File: config.mk
export PLATFORM = sky130hd
export DESIGN_NAME = spi_master_slave_port
export DESIGN_NICKNAME = d
export VERILOG_FILES = /design/src/hw/spi_port_pkg.sv /design/src/hw/sck_rate_gen.sv /design/src/hw/pin_sync.sv /design/src/hw/spi_master_slave_port.sv
export SDC_FILE = /design/constraint.sdc
export NUM_CORES = 1
export LEC_CHECK = 0
export BUFFER_PORTS_ARGS = -buffer_cell sky130_fd_sc_hd__buf_2
export CORE_MARGIN = 3
export CORE_UTILIZATION = 40
export DETAILED_ROUTE_END_ITERATION = 16
export GPL_TIMING_DRIVEN = 0
export PLACE_DENSITY_LB_ADDON = 0.08
export SETUP_SLACK_MARGIN = 0.4
export SYNTH_ARGS = -nofsm -noshare
export SYNTH_HDL_FRONTEND = slang
export SYNTH_HIERARCHICAL = 1
export SYNTH_SLANG_ARGS = --single-unit
File: constraint.sdc
create_clock -name clk -period 2.58 [get_ports clk]
set_input_delay 0.387 -clock clk [delete_from_list [all_inputs] [get_ports clk]]
set_output_delay 0.387 -clock clk [all_outputs]
set_load 0.02 [all_outputs]
File: src/hw/spi_port_pkg.sv
// Constants for the byte-wide serial port block
package spi_port_pkg;
	// ****************************************
	// Register offsets and fields
	// ****************************************
	localparam logic [7:0] CTRL_OFFSET = 8'h2c;
	localparam logic [7:0] STAT_OFFSET = 8'h2d;
	localparam logic [7:0] DATA_OFFSET = 8'h2e;
	localparam int CTRL_IE_BIT = 7;
	localparam int CTRL_EN_BIT = 6;
	localparam int CTRL_ORD_BIT = 5;
	localparam int CTRL_MASTER_SELECT_BIT_BIT = 4;
	localparam int CTRL_CLOCK_POLARITY_BIT_BIT = 3;
	localparam int CTRL_CLOCK_PHASE_BIT_BIT = 2;
	localparam int STAT_DONE_BIT = 7;
	localparam int STAT_WRITE_COLLISION_FLAG_BIT = 6;
	localparam int STAT_2X_BIT = 0;
	localparam logic [7:0] CTRL_RESET = 8'h00;
	localparam logic [7:0] STAT_RESET = 8'h00;
	localparam logic [7:0] DATA_RESET = 8'h00;
	// ****************************************
	// Timing
	// ****************************************
	localparam int BITS_PER_BYTE = 8;
	localparam logic [6:0] HALF_DIV_4 = 7'h01;
	localparam logic [6:0] HALF_DIV_16 = 7'h07;
	localparam logic [6:0] HALF_DIV_64 = 7'h1f;
	localparam logic [6:0] HALF_DIV_128 = 7'h3f;
	localparam logic [6:0] HALF_DIV_2 = 7'h00;
	localparam logic [6:0] HALF_DIV_8 = 7'h03;
	localparam logic [6:0] HALF_DIV_32 = 7'h0f;
	typedef enum logic [1:0] {ST_IDLE, ST_LEAD, ST_TRAIL} xfer_state_t;
endpackage

File: src/hw/sck_rate_gen.sv
// Master clock rate divider producing half-period enable pulses
`timescale 1ns/10ps
`default_nettype none
module sck_rate_gen
	import spi_port_pkg::*;
(
	input wire logic clk,
	input wire logic rst_n,
	input wire logic run,
	input wire logic [1:0] rate_sel,
	input wire logic double_speed,
	output logic half_tick
);
	logic [6:0] cnt_q;
	logic [6:0] limit;

	// ****************************************
	// Divider select
	// ****************************************
	// normal and double speed rate dividers
	always_comb begin
		case ({double_speed, rate_sel})
			3'b000: limit = HALF_DIV_4;
			3'b001: limit = HALF_DIV_16;
			3'b010: limit = HALF_DIV_64;
			3'b011: limit = HALF_DIV_128;
			3'b100: limit = HALF_DIV_2;
			3'b101: limit = HALF_DIV_8;
			3'b110: limit = HALF_DIV_32;
			default: limit = HALF_DIV_64;
		endcase
	end

	// Counter restarts whenever the generator is stopped
	always_ff @(posedge clk or negedge rst_n) begin
		if (!rst_n) begin
			cnt_q <= 7'h00;
		end else if (!run || cnt_q >= limit) begin
			cnt_q <= 7'h00;
		end else begin
			cnt_q <= cnt_q + 7'h01;
		end
	end

	assign half_tick = run && (cnt_q >= limit);
endmodule // sck_rate_gen
`default_nettype wire

File: src/hw/pin_sync.sv
// Two-flop synchroniser for the slave clock and select pins
`timescale 1ns/10ps
`default_nettype none
module pin_sync #(
	parameter int WIDTH = 2
) (
	input wire logic clk,
	input wire logic rst_n,
	input wire logic [WIDTH-1:0] async_in,
	output logic [WIDTH-1:0] sync_out
);
	logic [WIDTH-1:0] meta_q;

	always_ff @(posedge clk or negedge rst_n) begin
		if (!rst_n) begin
			meta_q <= '1;
			sync_out <= '1;
		end else begin
			meta_q <= async_in;
			sync_out <= meta_q;
		end
	end
endmodule // pin_sync
`default_nettype wire

File: src/hw/spi_master_slave_port.sv
// Byte-wide serial port, master or slave, with CPU registers
`timescale 1ns/10ps
`default_nettype none
module spi_master_slave_port
	import spi_port_pkg::*;
(
	input wire logic clk,
	input wire logic rst_n,
	input wire logic [7:0] addr,
	input wire logic [7:0] wdata,
	input wire logic wr_en,
	input wire logic rd_en,
	output logic [7:0] rdata,
	input wire logic global_int_enable,
	input wire logic vector_taken,
	output logic irq,
	input wire logic ss_is_output,
	input wire logic miso_user_output,
	input wire logic sck_in,
	output logic sck_out,
	output logic sck_oe,
	input wire logic mosi_in,
	output logic mosi_out,
	output logic mosi_oe,
	input wire logic miso_in,
	output logic miso_out,
	output logic miso_oe,
	input wire logic ss_n_in
);
	// ****************************************
	// Registers
	// ****************************************
	logic [7:0] ctrl_q;
	logic done_q;
	logic write_collision_flag_q;
	logic dbl_q;
	logic [7:0] shift_q;
	logic [7:0] rxbuf_q;
	logic armed_q;
	logic [3:0] bits_q;
	xfer_state_t state_q;
	logic sck_lvl_q;
	logic out_bit_q;
	logic in_bit_q;
	logic [1:0] pins_s;
	logic sck_s_q;
	logic ss_s_q;
	logic half_tick;

	wire logic en = ctrl_q[CTRL_EN_BIT];
	wire logic master_select_bit = ctrl_q[CTRL_MASTER_SELECT_BIT_BIT];
	wire logic clock_polarity_bit = ctrl_q[CTRL_CLOCK_POLARITY_BIT_BIT];
	wire logic clock_phase_bit = ctrl_q[CTRL_CLOCK_PHASE_BIT_BIT];
	wire logic lsb_first = ctrl_q[CTRL_ORD_BIT];
	wire logic data_wr = wr_en && addr == DATA_OFFSET;
	wire logic data_acc = (wr_en || rd_en) && addr == DATA_OFFSET;
	wire logic stat_rd = rd_en && addr == STAT_OFFSET;
	wire logic busy = state_q != ST_IDLE;
	wire logic sck_s = pins_s[1];
	wire logic ss_s = pins_s[0];

	// select low in master with input select
	wire logic mode_fault = en && master_select_bit && !ss_is_output && !ss_s;
	wire logic slave_act = en && !master_select_bit && !ss_s;
	wire logic slave_drop = en && !master_select_bit && ss_s;

	// Slave clock edges, after synchronisation
	wire logic sck_rise = sck_s && !sck_s_q;
	wire logic sck_fall = !sck_s && sck_s_q;
	wire logic lead_edge = clock_polarity_bit ? sck_fall : sck_rise;
	wire logic trail_edge = clock_polarity_bit ? sck_rise : sck_fall;
	wire logic sel_edge = !ss_s && ss_s_q;

	// Outgoing bit and received byte in bit order
	// order chosen by bit order select
	wire logic next_out = lsb_first ? shift_q[0] : shift_q[7];
	wire logic [7:0] shifted = lsb_first ? {in_bit_q, shift_q[7:1]}
		: {shift_q[6:0], in_bit_q};
	wire logic in_now = master_select_bit ? miso_in : mosi_in; // Data input of this role
	wire logic [7:0] captured = lsb_first ? {in_now, shift_q[7:1]}
		: {shift_q[6:0], in_now};

	// ****************************************
	// Helpers
	// ****************************************
	sck_rate_gen u_rate (
		.clk(clk),
		.rst_n(rst_n),
		.run(en && master_select_bit && busy),
		.rate_sel(ctrl_q[1:0]),
		.double_speed(dbl_q),
		.half_tick(half_tick)
	);

	pin_sync #(.WIDTH(2)) u_sync (
		.clk(clk),
		.rst_n(rst_n),
		.async_in({sck_in, ss_n_in}),
		.sync_out(pins_s)
	);

	// Previous synchronised levels for edge detect
	always_ff @(posedge clk or negedge rst_n) begin
		if (!rst_n) begin
			sck_s_q <= 1'b1;
			ss_s_q <= 1'b1;
		end else begin
			sck_s_q <= sck_s;
			ss_s_q <= ss_s;
		end
	end

	// ****************************************
	// Edge events for the shifter
	// ****************************************
	// Master: half ticks alternate lead/trail
	// phase picks sample edge
	// sample and setup on opposite edges
	logic do_lead;
	logic do_trail;
	always_comb begin
		do_lead = 1'b0;
		do_trail = 1'b0;
		if (en && master_select_bit && !mode_fault) begin
			do_lead = half_tick && state_q == ST_LEAD;
			do_trail = half_tick && state_q == ST_TRAIL;
		end else if (slave_act) begin
			do_lead = lead_edge;
			do_trail = trail_edge;
		end
	end
	// mode number is polarity and phase
	wire logic sample_ev = clock_phase_bit ? do_trail : do_lead;
	wire logic setup_ev = clock_phase_bit ? do_lead : do_trail;
	wire logic last_edge = do_trail && bits_q == 4'(BITS_PER_BYTE - 1);
	wire logic byte_done = last_edge;

	// ****************************************
	// Control register
	// ****************************************
	// master bit written by software
	always_ff @(posedge clk or negedge rst_n) begin
		if (!rst_n) begin
			ctrl_q <= CTRL_RESET;
		end else if (mode_fault) begin
			ctrl_q[CTRL_MASTER_SELECT_BIT_BIT] <= 1'b0;
		end else if (wr_en && addr == CTRL_OFFSET) begin
			ctrl_q <= wdata;
		end
	end

	// Double speed bit in status register
	always_ff @(posedge clk or negedge rst_n) begin
		if (!rst_n) begin
			dbl_q <= STAT_RESET[STAT_2X_BIT];
		end else if (wr_en && addr == STAT_OFFSET) begin
			dbl_q <= wdata[STAT_2X_BIT];
		end
	end

	// Armed after a status read that saw a flag set
	always_ff @(posedge clk or negedge rst_n) begin
		if (!rst_n) begin
			armed_q <= 1'b0;
		end else if (stat_rd) begin
			armed_q <= done_q || write_collision_flag_q;
		end else if (data_acc) begin
			armed_q <= 1'b0;
		end
	end

	// ****************************************
	// Flags, set wins over clear
	// ****************************************
	// set on byte done or mode fault
	// clear by vector or status-data pair
	always_ff @(posedge clk or negedge rst_n) begin
		if (!rst_n) begin
			done_q <= 1'b0;
		end else if (byte_done || mode_fault) begin
			done_q <= 1'b1;
		end else if (vector_taken || (armed_q && data_acc)) begin
			done_q <= 1'b0;
		end
	end

	always_ff @(posedge clk or negedge rst_n) begin
		if (!rst_n) begin
			write_collision_flag_q <= 1'b0;
		end else if (data_wr && busy) begin
			write_collision_flag_q <= 1'b1;
		end else if (armed_q && data_acc) begin
			write_collision_flag_q <= 1'b0;
		end
	end

	// ****************************************
	// Transfer sequencer and shifter
	// ****************************************
	// master write starts, eight bits, stop
	always_ff @(posedge clk or negedge rst_n) begin
		if (!rst_n) begin
			state_q <= ST_IDLE;
			bits_q <= 4'h0;
		end else if (!en || mode_fault || slave_drop) begin
			state_q <= ST_IDLE;
			bits_q <= 4'h0;
		end else if (state_q == ST_IDLE) begin
			if ((data_wr && master_select_bit) || (slave_act && sel_edge)) begin
				state_q <= ST_LEAD;
			end
			bits_q <= 4'h0;
		end else if (do_lead) begin
			state_q <= ST_TRAIL;
		end else if (do_trail) begin
			bits_q <= bits_q + 4'h1;
			state_q <= last_edge && master_select_bit ? ST_IDLE : ST_LEAD;
			if (last_edge) begin
				bits_q <= 4'h0;
			end
		end
	end

	// Slave starts only on a falling select edge; with select already low it stays idle
	// data write loads shifter when idle
	always_ff @(posedge clk or negedge rst_n) begin
		if (!rst_n) begin
			shift_q <= DATA_RESET;
			in_bit_q <= 1'b0;
			out_bit_q <= 1'b0;
		end else if (data_wr && !busy) begin
			shift_q <= wdata;
			out_bit_q <= lsb_first ? wdata[0] : wdata[7];
		end else if (sample_ev) begin
			in_bit_q <= in_now;
			if (clock_phase_bit) begin
				shift_q <= captured;
			end
		end else if (setup_ev) begin
			if (!clock_phase_bit) begin
				shift_q <= shifted;
			end
			out_bit_q <= clock_phase_bit ? next_out
				: (lsb_first ? shifted[0] : shifted[7]);
		end
	end

	// completed byte kept in receive buffer
	always_ff @(posedge clk or negedge rst_n) begin
		if (!rst_n) begin
			rxbuf_q <= DATA_RESET;
		end else if (byte_done) begin
			rxbuf_q <= clock_phase_bit ? captured : shifted; // Phase 1: last bit still on the pin; phase 0: already in in_bit_q
		end
	end

	// Master clock level: toggles on each half tick
	// idle level equals polarity
	always_ff @(posedge clk or negedge rst_n) begin
		if (!rst_n) begin
			sck_lvl_q <= 1'b0;
		end else if (!busy || !master_select_bit) begin
			sck_lvl_q <= clock_polarity_bit;
		end else if (half_tick) begin
			sck_lvl_q <= !sck_lvl_q;
		end
	end

	// ****************************************
	// Pins and interrupt
	// ****************************************
	// MISO drives only when selected and user output
	// select pin untouched by master logic
	always_comb begin
		sck_out = sck_lvl_q;
		sck_oe = en && master_select_bit;
		mosi_out = out_bit_q;
		mosi_oe = en && master_select_bit;
		miso_out = out_bit_q;
		miso_oe = slave_act && miso_user_output;
	end

	// request while flag and enables set
	assign irq = done_q && ctrl_q[CTRL_IE_BIT] && global_int_enable;

	always_ff @(posedge clk or negedge rst_n) begin
		if (!rst_n) begin
			rdata <= 8'h00;
		end else if (rd_en) begin
			case (addr)
				CTRL_OFFSET: rdata <= ctrl_q;
				STAT_OFFSET: rdata <= {done_q, write_collision_flag_q, 5'h00, dbl_q};
				DATA_OFFSET: rdata <= rxbuf_q;
				default: rdata <= 8'h00;
			endcase
		end else begin
			rdata <= 8'h00;
		end
	end
endmodule // spi_master_slave_port
`default_nettype wire

==> results of run 1 <==
[registers in the layout, indices dropped and copies added, names as in the netlist, 2 cells and up]
register         cells
u_sync/sync_out      2
shift_q              8
ctrl_q               8
rxbuf_q              8
state_q              2
u_rate/cnt_q         7
u_sync/meta_q        2
rdata                8
bits_q               4
[layer usage]
layer / wire, µm / GRT usage, % / vias to the layer above / part of all wire (%)
li1: - / - / 1240 / -
met1: 3600 / 25.9 / 1284 / 46
met2: 3770 / 29.4 / 59 / 48
met3: 338 / 4.10 / 13 / 4.3
met4: 166 / 7.82 / 0 / 2.1
met5: 0 / 0 / - / 0
[power by group through the flow]
stage                     Clock (mW)  Sequential (mW)  Combinational [mW]
after floorplan                    0             1.01               0.167
after global placement             0             1.02               0.255
after detailed placement           0             1.02               0.257
after CTS                      0.845             1.00               0.278
after global routing           0.895             1.01               0.321
final                          0.829             1.01               0.292
[Yosys cell counts (all sizes together) (4+ instances only)]
master and n:
a211oi 7, a21o 4, a21oi 12, buf 11, dfrtp 52, dfstp 6
ha 8, inv 7, mux2 21, mux2i 19, nand2 18, nand3 7
nand3b 4, nor2 36, nor3 10, o21ai 26, xor2 5
[through the flow]
stage | std cells | worst slack, ns | total power [mW] | hold WS, ns
floorplan | 303 | -0.0917 | 1.17 | 0.0914
global placement | 444 | -0.445 | 1.27 | 0.346
detailed placement | 444 | -0.480 | 1.27 | 0.351
CTS | 472 | -0.302 | 2.13 | 0.129
global route | 477 | -0.430 | 2.23 | 0.132
finish | 477 | -0.302 | 2.13 | 0.104
[repair_timing]
action / 4_1_cts / 5_1_grt
pin swaps: 17 / 22
gates resized for setup: 31 / 19
setup endpoints to repair: 26 / 26
setup buffers: 13 / 5
[worst paths after layout]
kind	startpoint	endpoint	slack, ns	cells past startpoint
max in group asynchronous	rst_n	ctrl_q[0]$_DFFE_PN0P_	1.95	1
worst max register to register	dbl_q$_DFFE_PN0P_	in_bit_q$_DFFE_PN0P_	-0.30	12
min in group clk	ss_n_in	u_sync/meta_q[0]$_DFF_PN1_	0.14	1
worst min-delay path	rst_n	rdata[0]$_DFF_PN0_	0.10	1
worst min register to register	u_sync/meta_q[1]$_DFF_PN1_	u_sync/sync_out[1]$_DFF_PN1_	0.36	0
worst max-delay path	dbl_q$_DFFE_PN0P_	in_bit_q$_DFFE_PN0P_	-0.30	12
[worst max-delay path, stage by stage (launching register included)]
cell	delay (ns)
dfrtp_1	0.43
inv_1	0.07
or3_1	0.35
ha_1	0.28
nand2b_4	0.13
a211oi_4	0.07
o21ai_2	0.16
and2_4	0.18
o2111ai_4	0.19
o21bai_2	0.23
nor2_1	0.08
a211oi_2	0.24
mux2_1	0.34
[kinds of logic after synthesis]
family	count (synthesis)	share of synthesized area, %
buffers and inverters	20	3.40
adder cells (fa/ha/maj)	8	3.13
flip-flops	58	45.6
XOR/XNOR	7	1.92
AO/OA/AOI/OAI	70	15.8
multiplexers	41	14.0
AND/OR/NAND/NOR	99	16.1
[layout make-up]
type	count	area (µm²)	area share, %
Timing Repair Buffer	60	390	9.41
Clock inverter	3	40.0	0.966
Multi-Input combinational cell	225	1870	45.2
Clock buffer	12	145	3.50
Inverter	7	26.3	0.634
Buffer	13	86.3	2.08
Tap cell	99	124	2.99
Sequential cell	58	1460	35.2
==> summary.txt, run 1 <==
Run status
  • Outcome: finished, violations left
  • Violated checks: negative setup slack

Placement
  • DP Area: around 3600 µm²
  • PortBufs: 42
  • Gpl congestion: between 0.7 and 0.8
  • DP HPWL: ~5400 µm

Pwr
  • Flop pwr share: 47.3%
  • Power Density: roughly 500 nW/µm²
  • Power share of the combinational group: 13.7%
  • LEAKAGE: 1.86 nW
  • Sw Ratio: a little over a quarter
  • Part of the power in the clock network: between 30% and 40%
  • IR drop worst, VDD: roughly 0.33 mV
  • Sw Pwr: about 0.56 mW
  • Pint: around 1.6 mW

Logic synthesis
  • Synth area leaders: dfrtp_1 (41%), mux2_2 (7.0%), mux2i_1 (5.9%)
  • Synth unique cells: 63
  • Syn_nets: around 340
  • Yosys top cell by area: dfrtp_1
  • Ys Warns: 6
  • Main synth FF type: dfrtp_1
  • Share of the synthesized area in the top cell type: around two fifths
  • Post-synthesis sequential area ratio: 45.6%
  • Synth Register Bits: 58
  • Cells after Synth: a little over 300
  • Mapped cell area: 3200 µm²
  • Avg Inst Size Synth: between 10 and 15 µm²
  • Ys async rst share: 100%
  • Number of synthesized flops with an enable pin: 0

Final layout
  • Util after Layout: ~55%
  • Synth-to-Final Area Change: 29.6%
  • Share of layout cells above drive strength 1: 40.7%
  • Design area: between 4000 and 5000 µm²
  • Diodes inserted: 0
  • Most frequent cells in the layout: dfrtp_1 (51), buf_2 (44), nor2_1 (32)
  • Nets: just over 400
  • Fillers: 666
  • Most common cell after layout, fill and taps aside: dfrtp_1

Global routing
  • Largest net degree at the start of global routing: a little under 60
  • GRT Total Usage: a little under a fifth
  • Vias in the first global route: 2500
  • First-pass GRT wire length: roughly 13000 µm
  • Initial antenna violation count: 0
  • Gr ovfl total: 0

STA
  • RSZ-0062 raised after global routing: true
  • Max_slew headroom: 47.7%
  • Tmin final: about 2.9 ns
  • Total Neg Setup Slack: -5.24 ns
  • Hold violation count in the final report: 0
  • Final setup violation count: 24
  • Fmax achieved: about 350 MHz
  • Clk_skew: 0.00830 ns
  • Fin crit share: 112%
  • Final slew viol count: 0
  • Setup ws final: -0.302 ns
  • Worst-Margin Slew: roughly 0.78 ns

Clock tree
  • Total CTS buffers: 9
  • CTS root buf: clkbuf_8
  • Hold buffers post-CTS: 0
  • Clk slew on worst S/H paths: roughly 0.070 ns
  • CTS tree: built
  • Clock Sinks: 58
  • H-tree depth: 3
  • CTS Buffer Depth: 2
  • Worst-Skew Late Latency: about 0.34 ns

Critical path
  • WS Path Type: reg -> reg
  • Crit path launch type: register
  • Arr. time, crit path: roughly 3.1 ns
  • Worst path required time: between 2 and 3 ns
  • Crit path max fanout: 6
  • Setup crit end kind: register

Die
  • IO Pins: 43
  • Die Footprint: approximately 9100 µm²
  • Chip Height: roughly 95 µm
  • Core area: between 7000 and 8000 µm²
  • Die span in x: about 95 µm
  • Rows: 31
  • Starting Density: approximately 43%

Routing
  • DRT iter0 DRCs: between 150 and 200
  • DRC errors left: 0
  • Via Count: around 2600
  • WL final: just under 8000 µm
  • Drt wl/cell: between 15 and 20 µm
  • Pre-Repair DR Iteration Count: 4
  • Antenna-violating nets left: 0
  • Via density: around 5.4

Hold path
  • Worst Hold Class: in -> async

Run
  • MaxCap Viol Count: 0
Power figures use the tool's default switching activity.
==> run 2, diff against run 1 <==
--- a/config.mk
+++ b/config.mk
@@ -5,6 +5,7 @@
 export SDC_FILE = /design/constraint.sdc
 export NUM_CORES = 1
 export LEC_CHECK = 0
+export ABC_AREA = 1
 export BUFFER_PORTS_ARGS = -buffer_cell sky130_fd_sc_hd__buf_2
 export CORE_MARGIN = 3
 export CORE_UTILIZATION = 40
==> run 2 against run 1 <==
Compared with the run above:
- the run now ends clean
- design area shrank 2.4%
- maximum frequency grew 24%
- via count rose by 10%
- non-clock buffer count is 12 lower
- clock power increased by 0.8%
- critical endpoint is now shift_q[0]$_DFFE_PN0P_
==> summary.txt, run 2 <==
Final layout
  • Nets: 527 (was 410)
  • Diodes inserted: 0 (unchanged)
  • Most frequent cells in the layout: nand2_1 (118), inv_1 (65), dfrtp_1 (50) (was dfrtp_1 (51), buf_2 (44), nor2_1 (32))
  • Share of layout cells above drive strength 1: 29.0% (was 40.7%)
  • Synth-to-Final Area Change: 23.9% (was 29.6%)
  • Most common cell after layout, fill and taps aside: nand2_1 (was dfrtp_1)

Logic synthesis
  • Ys async rst share: 100% (unchanged)
  • Ys Warns: 6 (unchanged)
  • Main synth FF type: dfrtp_1 (unchanged)
  • Synth Register Bits: 58 (unchanged)
  • Yosys top cell by area: dfrtp_1 (unchanged)
  • Synth unique cells: 41 (was 63)
  • Synth area leaders: dfrtp_1 (40%), nand2_1 (15%), inv_1 (7.7%) (was dfrtp_1 (41%), mux2_2 (7.0%), mux2i_1 (5.9%))
  • Syn_nets: 463 (was 339)
  • Number of synthesized flops with an enable pin: 0 (unchanged)
  • Post-synthesis sequential area ratio: 44.7% (was 45.6%)
  • Mapped cell area: 3270 µm² (was 3200 µm²)
  • Most common library cells after synthesis: nand2_1 (133), inv_1 (67), dfrtp_1 (52) (was dfrtp_1 (52), nor2_1 (34), o21ai_0 (23))
  • Cells after Synth: 427 (was 303)
  • Avg Inst Size Synth: 7.65 µm² (was 10.6 µm²)
  • Top-count cell post-synth: nand2_1 (was dfrtp_1)
  • Share of the synthesized area in the top cell type: 39.8% (was 40.7%)

STA
  • RSZ-0062 raised after global routing: true (unchanged)
  • Final slew viol count: 0 (unchanged)
  • Worst-Margin Slew: 0.753 ns (was 0.777 ns)
  • Fmax achieved: 431 MHz (was 347 MHz)
  • Fin crit share: 89.9% (was 112%)
  • Final setup violation count: 0 (was 24)
  • Clk_skew: 0.00772 ns (was 0.00830 ns)
  • Hold violation count in the final report: 0 (unchanged)
  • Setup ws final: 0.261 ns (was -0.302 ns)
  • Max_slew headroom: 49.8% (was 47.7%)
  • Total Neg Setup Slack: 0 ns (was -5.24 ns)
  • Tmin final: 2.32 ns (was 2.88 ns)

Routing
  • Pre-Repair DR Iteration Count: 4 (unchanged)
  • Wl on met1: 4060 µm (was 3600 µm)
  • Via density: 4.78 (was 5.44)
  • Detailed-routed wire length on met3: 349 µm (was 338 µm)
  • Via Count: 2856 (was 2596)
  • Antenna-violating nets left: 0 (unchanged)
  • WL final: 8150 µm (was 7870 µm)
  • Met2 Wirelength: 3630 µm (was 3770 µm)
  • DRC errors left: 0 (unchanged)
  • Top sig layer: met4 (unchanged)
  • Drt wl/cell: 13.6 µm (was 16.5 µm)
  • DRT iter0 DRCs: 103 (was 165)

Pwr
  • Flop pwr share: 48.1% (was 47.3%)
  • IR drop worst, VDD: 0.292 mV (was 0.332 mV)
  • Power share of the combinational group: 10.5% (was 13.7%)
  • Sw Pwr: 0.532 mW (was 0.562 mW)
  • Power Density: 499 nW/µm² (was 513 nW/µm²)
  • Sw Ratio: 26.3% (was 26.4%)
  • Total Power: 2.02 mW (was 2.13 mW)
  • Part of the power in the clock network: 41.4% (was 39.0%)
  • Pint: 1.49 mW (was 1.56 mW)
  • LEAKAGE: 2.16 nW (was 1.86 nW)

Clock tree
  • CTS Buffer Depth: 2 (unchanged)
  • Worst-Skew Late Latency: 0.33 ns (was 0.34 ns)
  • Total CTS buffers: 9 (unchanged)
  • CTS root buf: clkbuf_8 (unchanged)
  • CTS tree: built (unchanged)
  • Clk slew on worst S/H paths: 0.07 ns (about the same)
  • Clock Sinks: 58 (unchanged)
  • Hold buffers post-CTS: 0 (unchanged)
  • H-tree depth: 3 (unchanged)

Critical path
  • WS Path Type: reg -> reg (unchanged)
  • Setup crit end kind: register (unchanged)
  • Arr. time, crit path: 2.55 ns (was 3.10 ns)
  • Crit path launch type: register (unchanged)
  • Worst path required time: 2.81 ns (was 2.80 ns)
  • Crit path max fanout: 6 (unchanged)

Global routing
  • GRT Total Usage: 18.9% (was 19.0%)
  • Largest net degree at the start of global routing: 59 (unchanged)
  • Vias in the first global route: 2662 (was 2500)
  • First-pass GRT wire length: 13200 µm (was 12900 µm)
  • Gr ovfl total: 0 (unchanged)
  • Initial antenna violation count: 0 (unchanged)

Die
  • Starting Density: 41.8% (was 42.8%)
  • Die span in x: 96.4 µm (was 95.5 µm)
  • Chip Height: 96.4 µm (was 95.5 µm)
  • Rows: 32 (was 31)
  • Die Footprint: 9280 µm² (was 9110 µm²)
  • Core area: 7810 µm² (was 7490 µm²)
  • IO Pins: 43 (unchanged)

Run
  • MaxCap Viol Count: 0 (unchanged)

Placement
  • Placement Setup Slack: 0.0713 ns (was -0.480 ns)
  • Gpl congestion: 0.847 (was 0.785)
  • PortBufs: 42 (unchanged)
  • DP HPWL: 5950 µm (was 5400 µm)

Hold path
  • Worst Hold Class: in -> async (unchanged)

Run status
  • Outcome: finished, final reports clean (was finished, violations left)
==> run 2: cell types whose count changed after synthesis, sizes merged, moves of 3 or more <==
cell,before,now
nand2,18,145
inv,7,70
mux2,21,0
mux2i,19,0
nand3,7,26
o21ai,26,36
nor3,10,2
a211oi,7,1
a21o,4,0
buf,11,7
o21a,3,0
o22ai,0,3
==> run 2: cell families after synthesis <==
logic type / count (synthesis) / share of synthesized area, %
and+or+nand+nor: 216 / 29.3
buffers and inverters: 79 / 10.2
AOI/OAI and AO/OA: 61 / 11.3
DFF: 58 / 44.7
adders and majority gates: 8 / 3.07
xor gates and xnor gates: 5 / 1.34
==> run 2: cell type report <==
class | instances | area (µm²)
clock inverters | 5 | 53.8
clock buffers | 11 | 141
well taps | 102 | 128
repair buffers | 53 | 310
multi-input cells | 290 | 1600
plain buffers | 8 | 66.3
inverters | 71 | 284
fillers | 802 | 3760
flip-flops and latches | 58 | 1460
==> run 2: per-layer routing <==
metal	up-vias	GRT usage (%)
met5	-	0
met4	0	6.31
met3	9	3.13
met2	63	28.9
met1	1313	27.0
li1	1471	-
==> run 2: timing repair <==
item / CTS / global route
setup buffers: 9 / 1
setup endpoints to repair: 25 / 25
resized for setup: 30 / 23
cloned: 1 / 0
pin swaps: 10 / 8
==> run 2: power groups by stage <==
stage                     Sequential, mW  Combinational, mW  Clock, mW
after floorplan                    0.980              0.116          0
after global placement             0.987              0.191          0
after detailed placement           0.987              0.193          0
after CTS                          0.971              0.208      0.865
after global routing               0.977              0.244      0.905
final                              0.972              0.213      0.836
==> run 2: through the flow <==
step | utilization (%) | area, µm² | instances | hold WS (ns)
2_1_floorplan | - | 3270 | 427 | 0.0914
3_3_place_gp | 46.2 | 3600 | 571 | 0.345
3_5_place_dp | 46.2 | 3600 | 571 | 0.347
4_1_cts | 50.8 | 3960 | 597 | 0.132
5_1_grt | 51.8 | 4050 | 598 | 0.128
6_report | 51.8 | 4050 | 598 | 0.111
==> run 2: critical path, stage by stage (launching register included) <==
cell and delay [ns]:
dfrtp_2 0.46, nor2_4 0.10, nand2_1 0.06, ha_1 0.27, inv_1 0.03, nand2_1 0.05
nand2_1 0.07, nand2_2 0.06, nand2_2 0.06, a21boi_2 0.15, inv_1 0.07, nor2_1 0.08
nand3_1 0.13, nand2_4 0.20, nand2_2 0.10, nand2_2 0.10, nand2_1 0.07, nand3_1 0.09
nand2_1 0.06
==> run 2: path summary, 6_finish.rpt <==
check | slack [ns] | startpoint | depth (start not counted) | to
min in group clk | 0.15 | sck_in | 1 | u_sync/meta_q[1]$_DFF_PN1_
setup reg to reg | 0.26 | ctrl_q[1]$_DFFE_PN0P_ | 18 | shift_q[0]$_DFFE_PN0P_
setup / recovery | 0.26 | ctrl_q[1]$_DFFE_PN0P_ | 18 | shift_q[0]$_DFFE_PN0P_
hold / removal | 0.11 | rst_n | 1 | u_rate/cnt_q[3]$_DFF_PN0_
max in group asynchronous | 1.91 | rst_n | 1 | ctrl_q[1]$_DFFE_PN0P_
hold reg to reg | 0.36 | u_sync/meta_q[0]$_DFF_PN1_ | 0 | u_sync/sync_out[0]$_DFF_PN1_
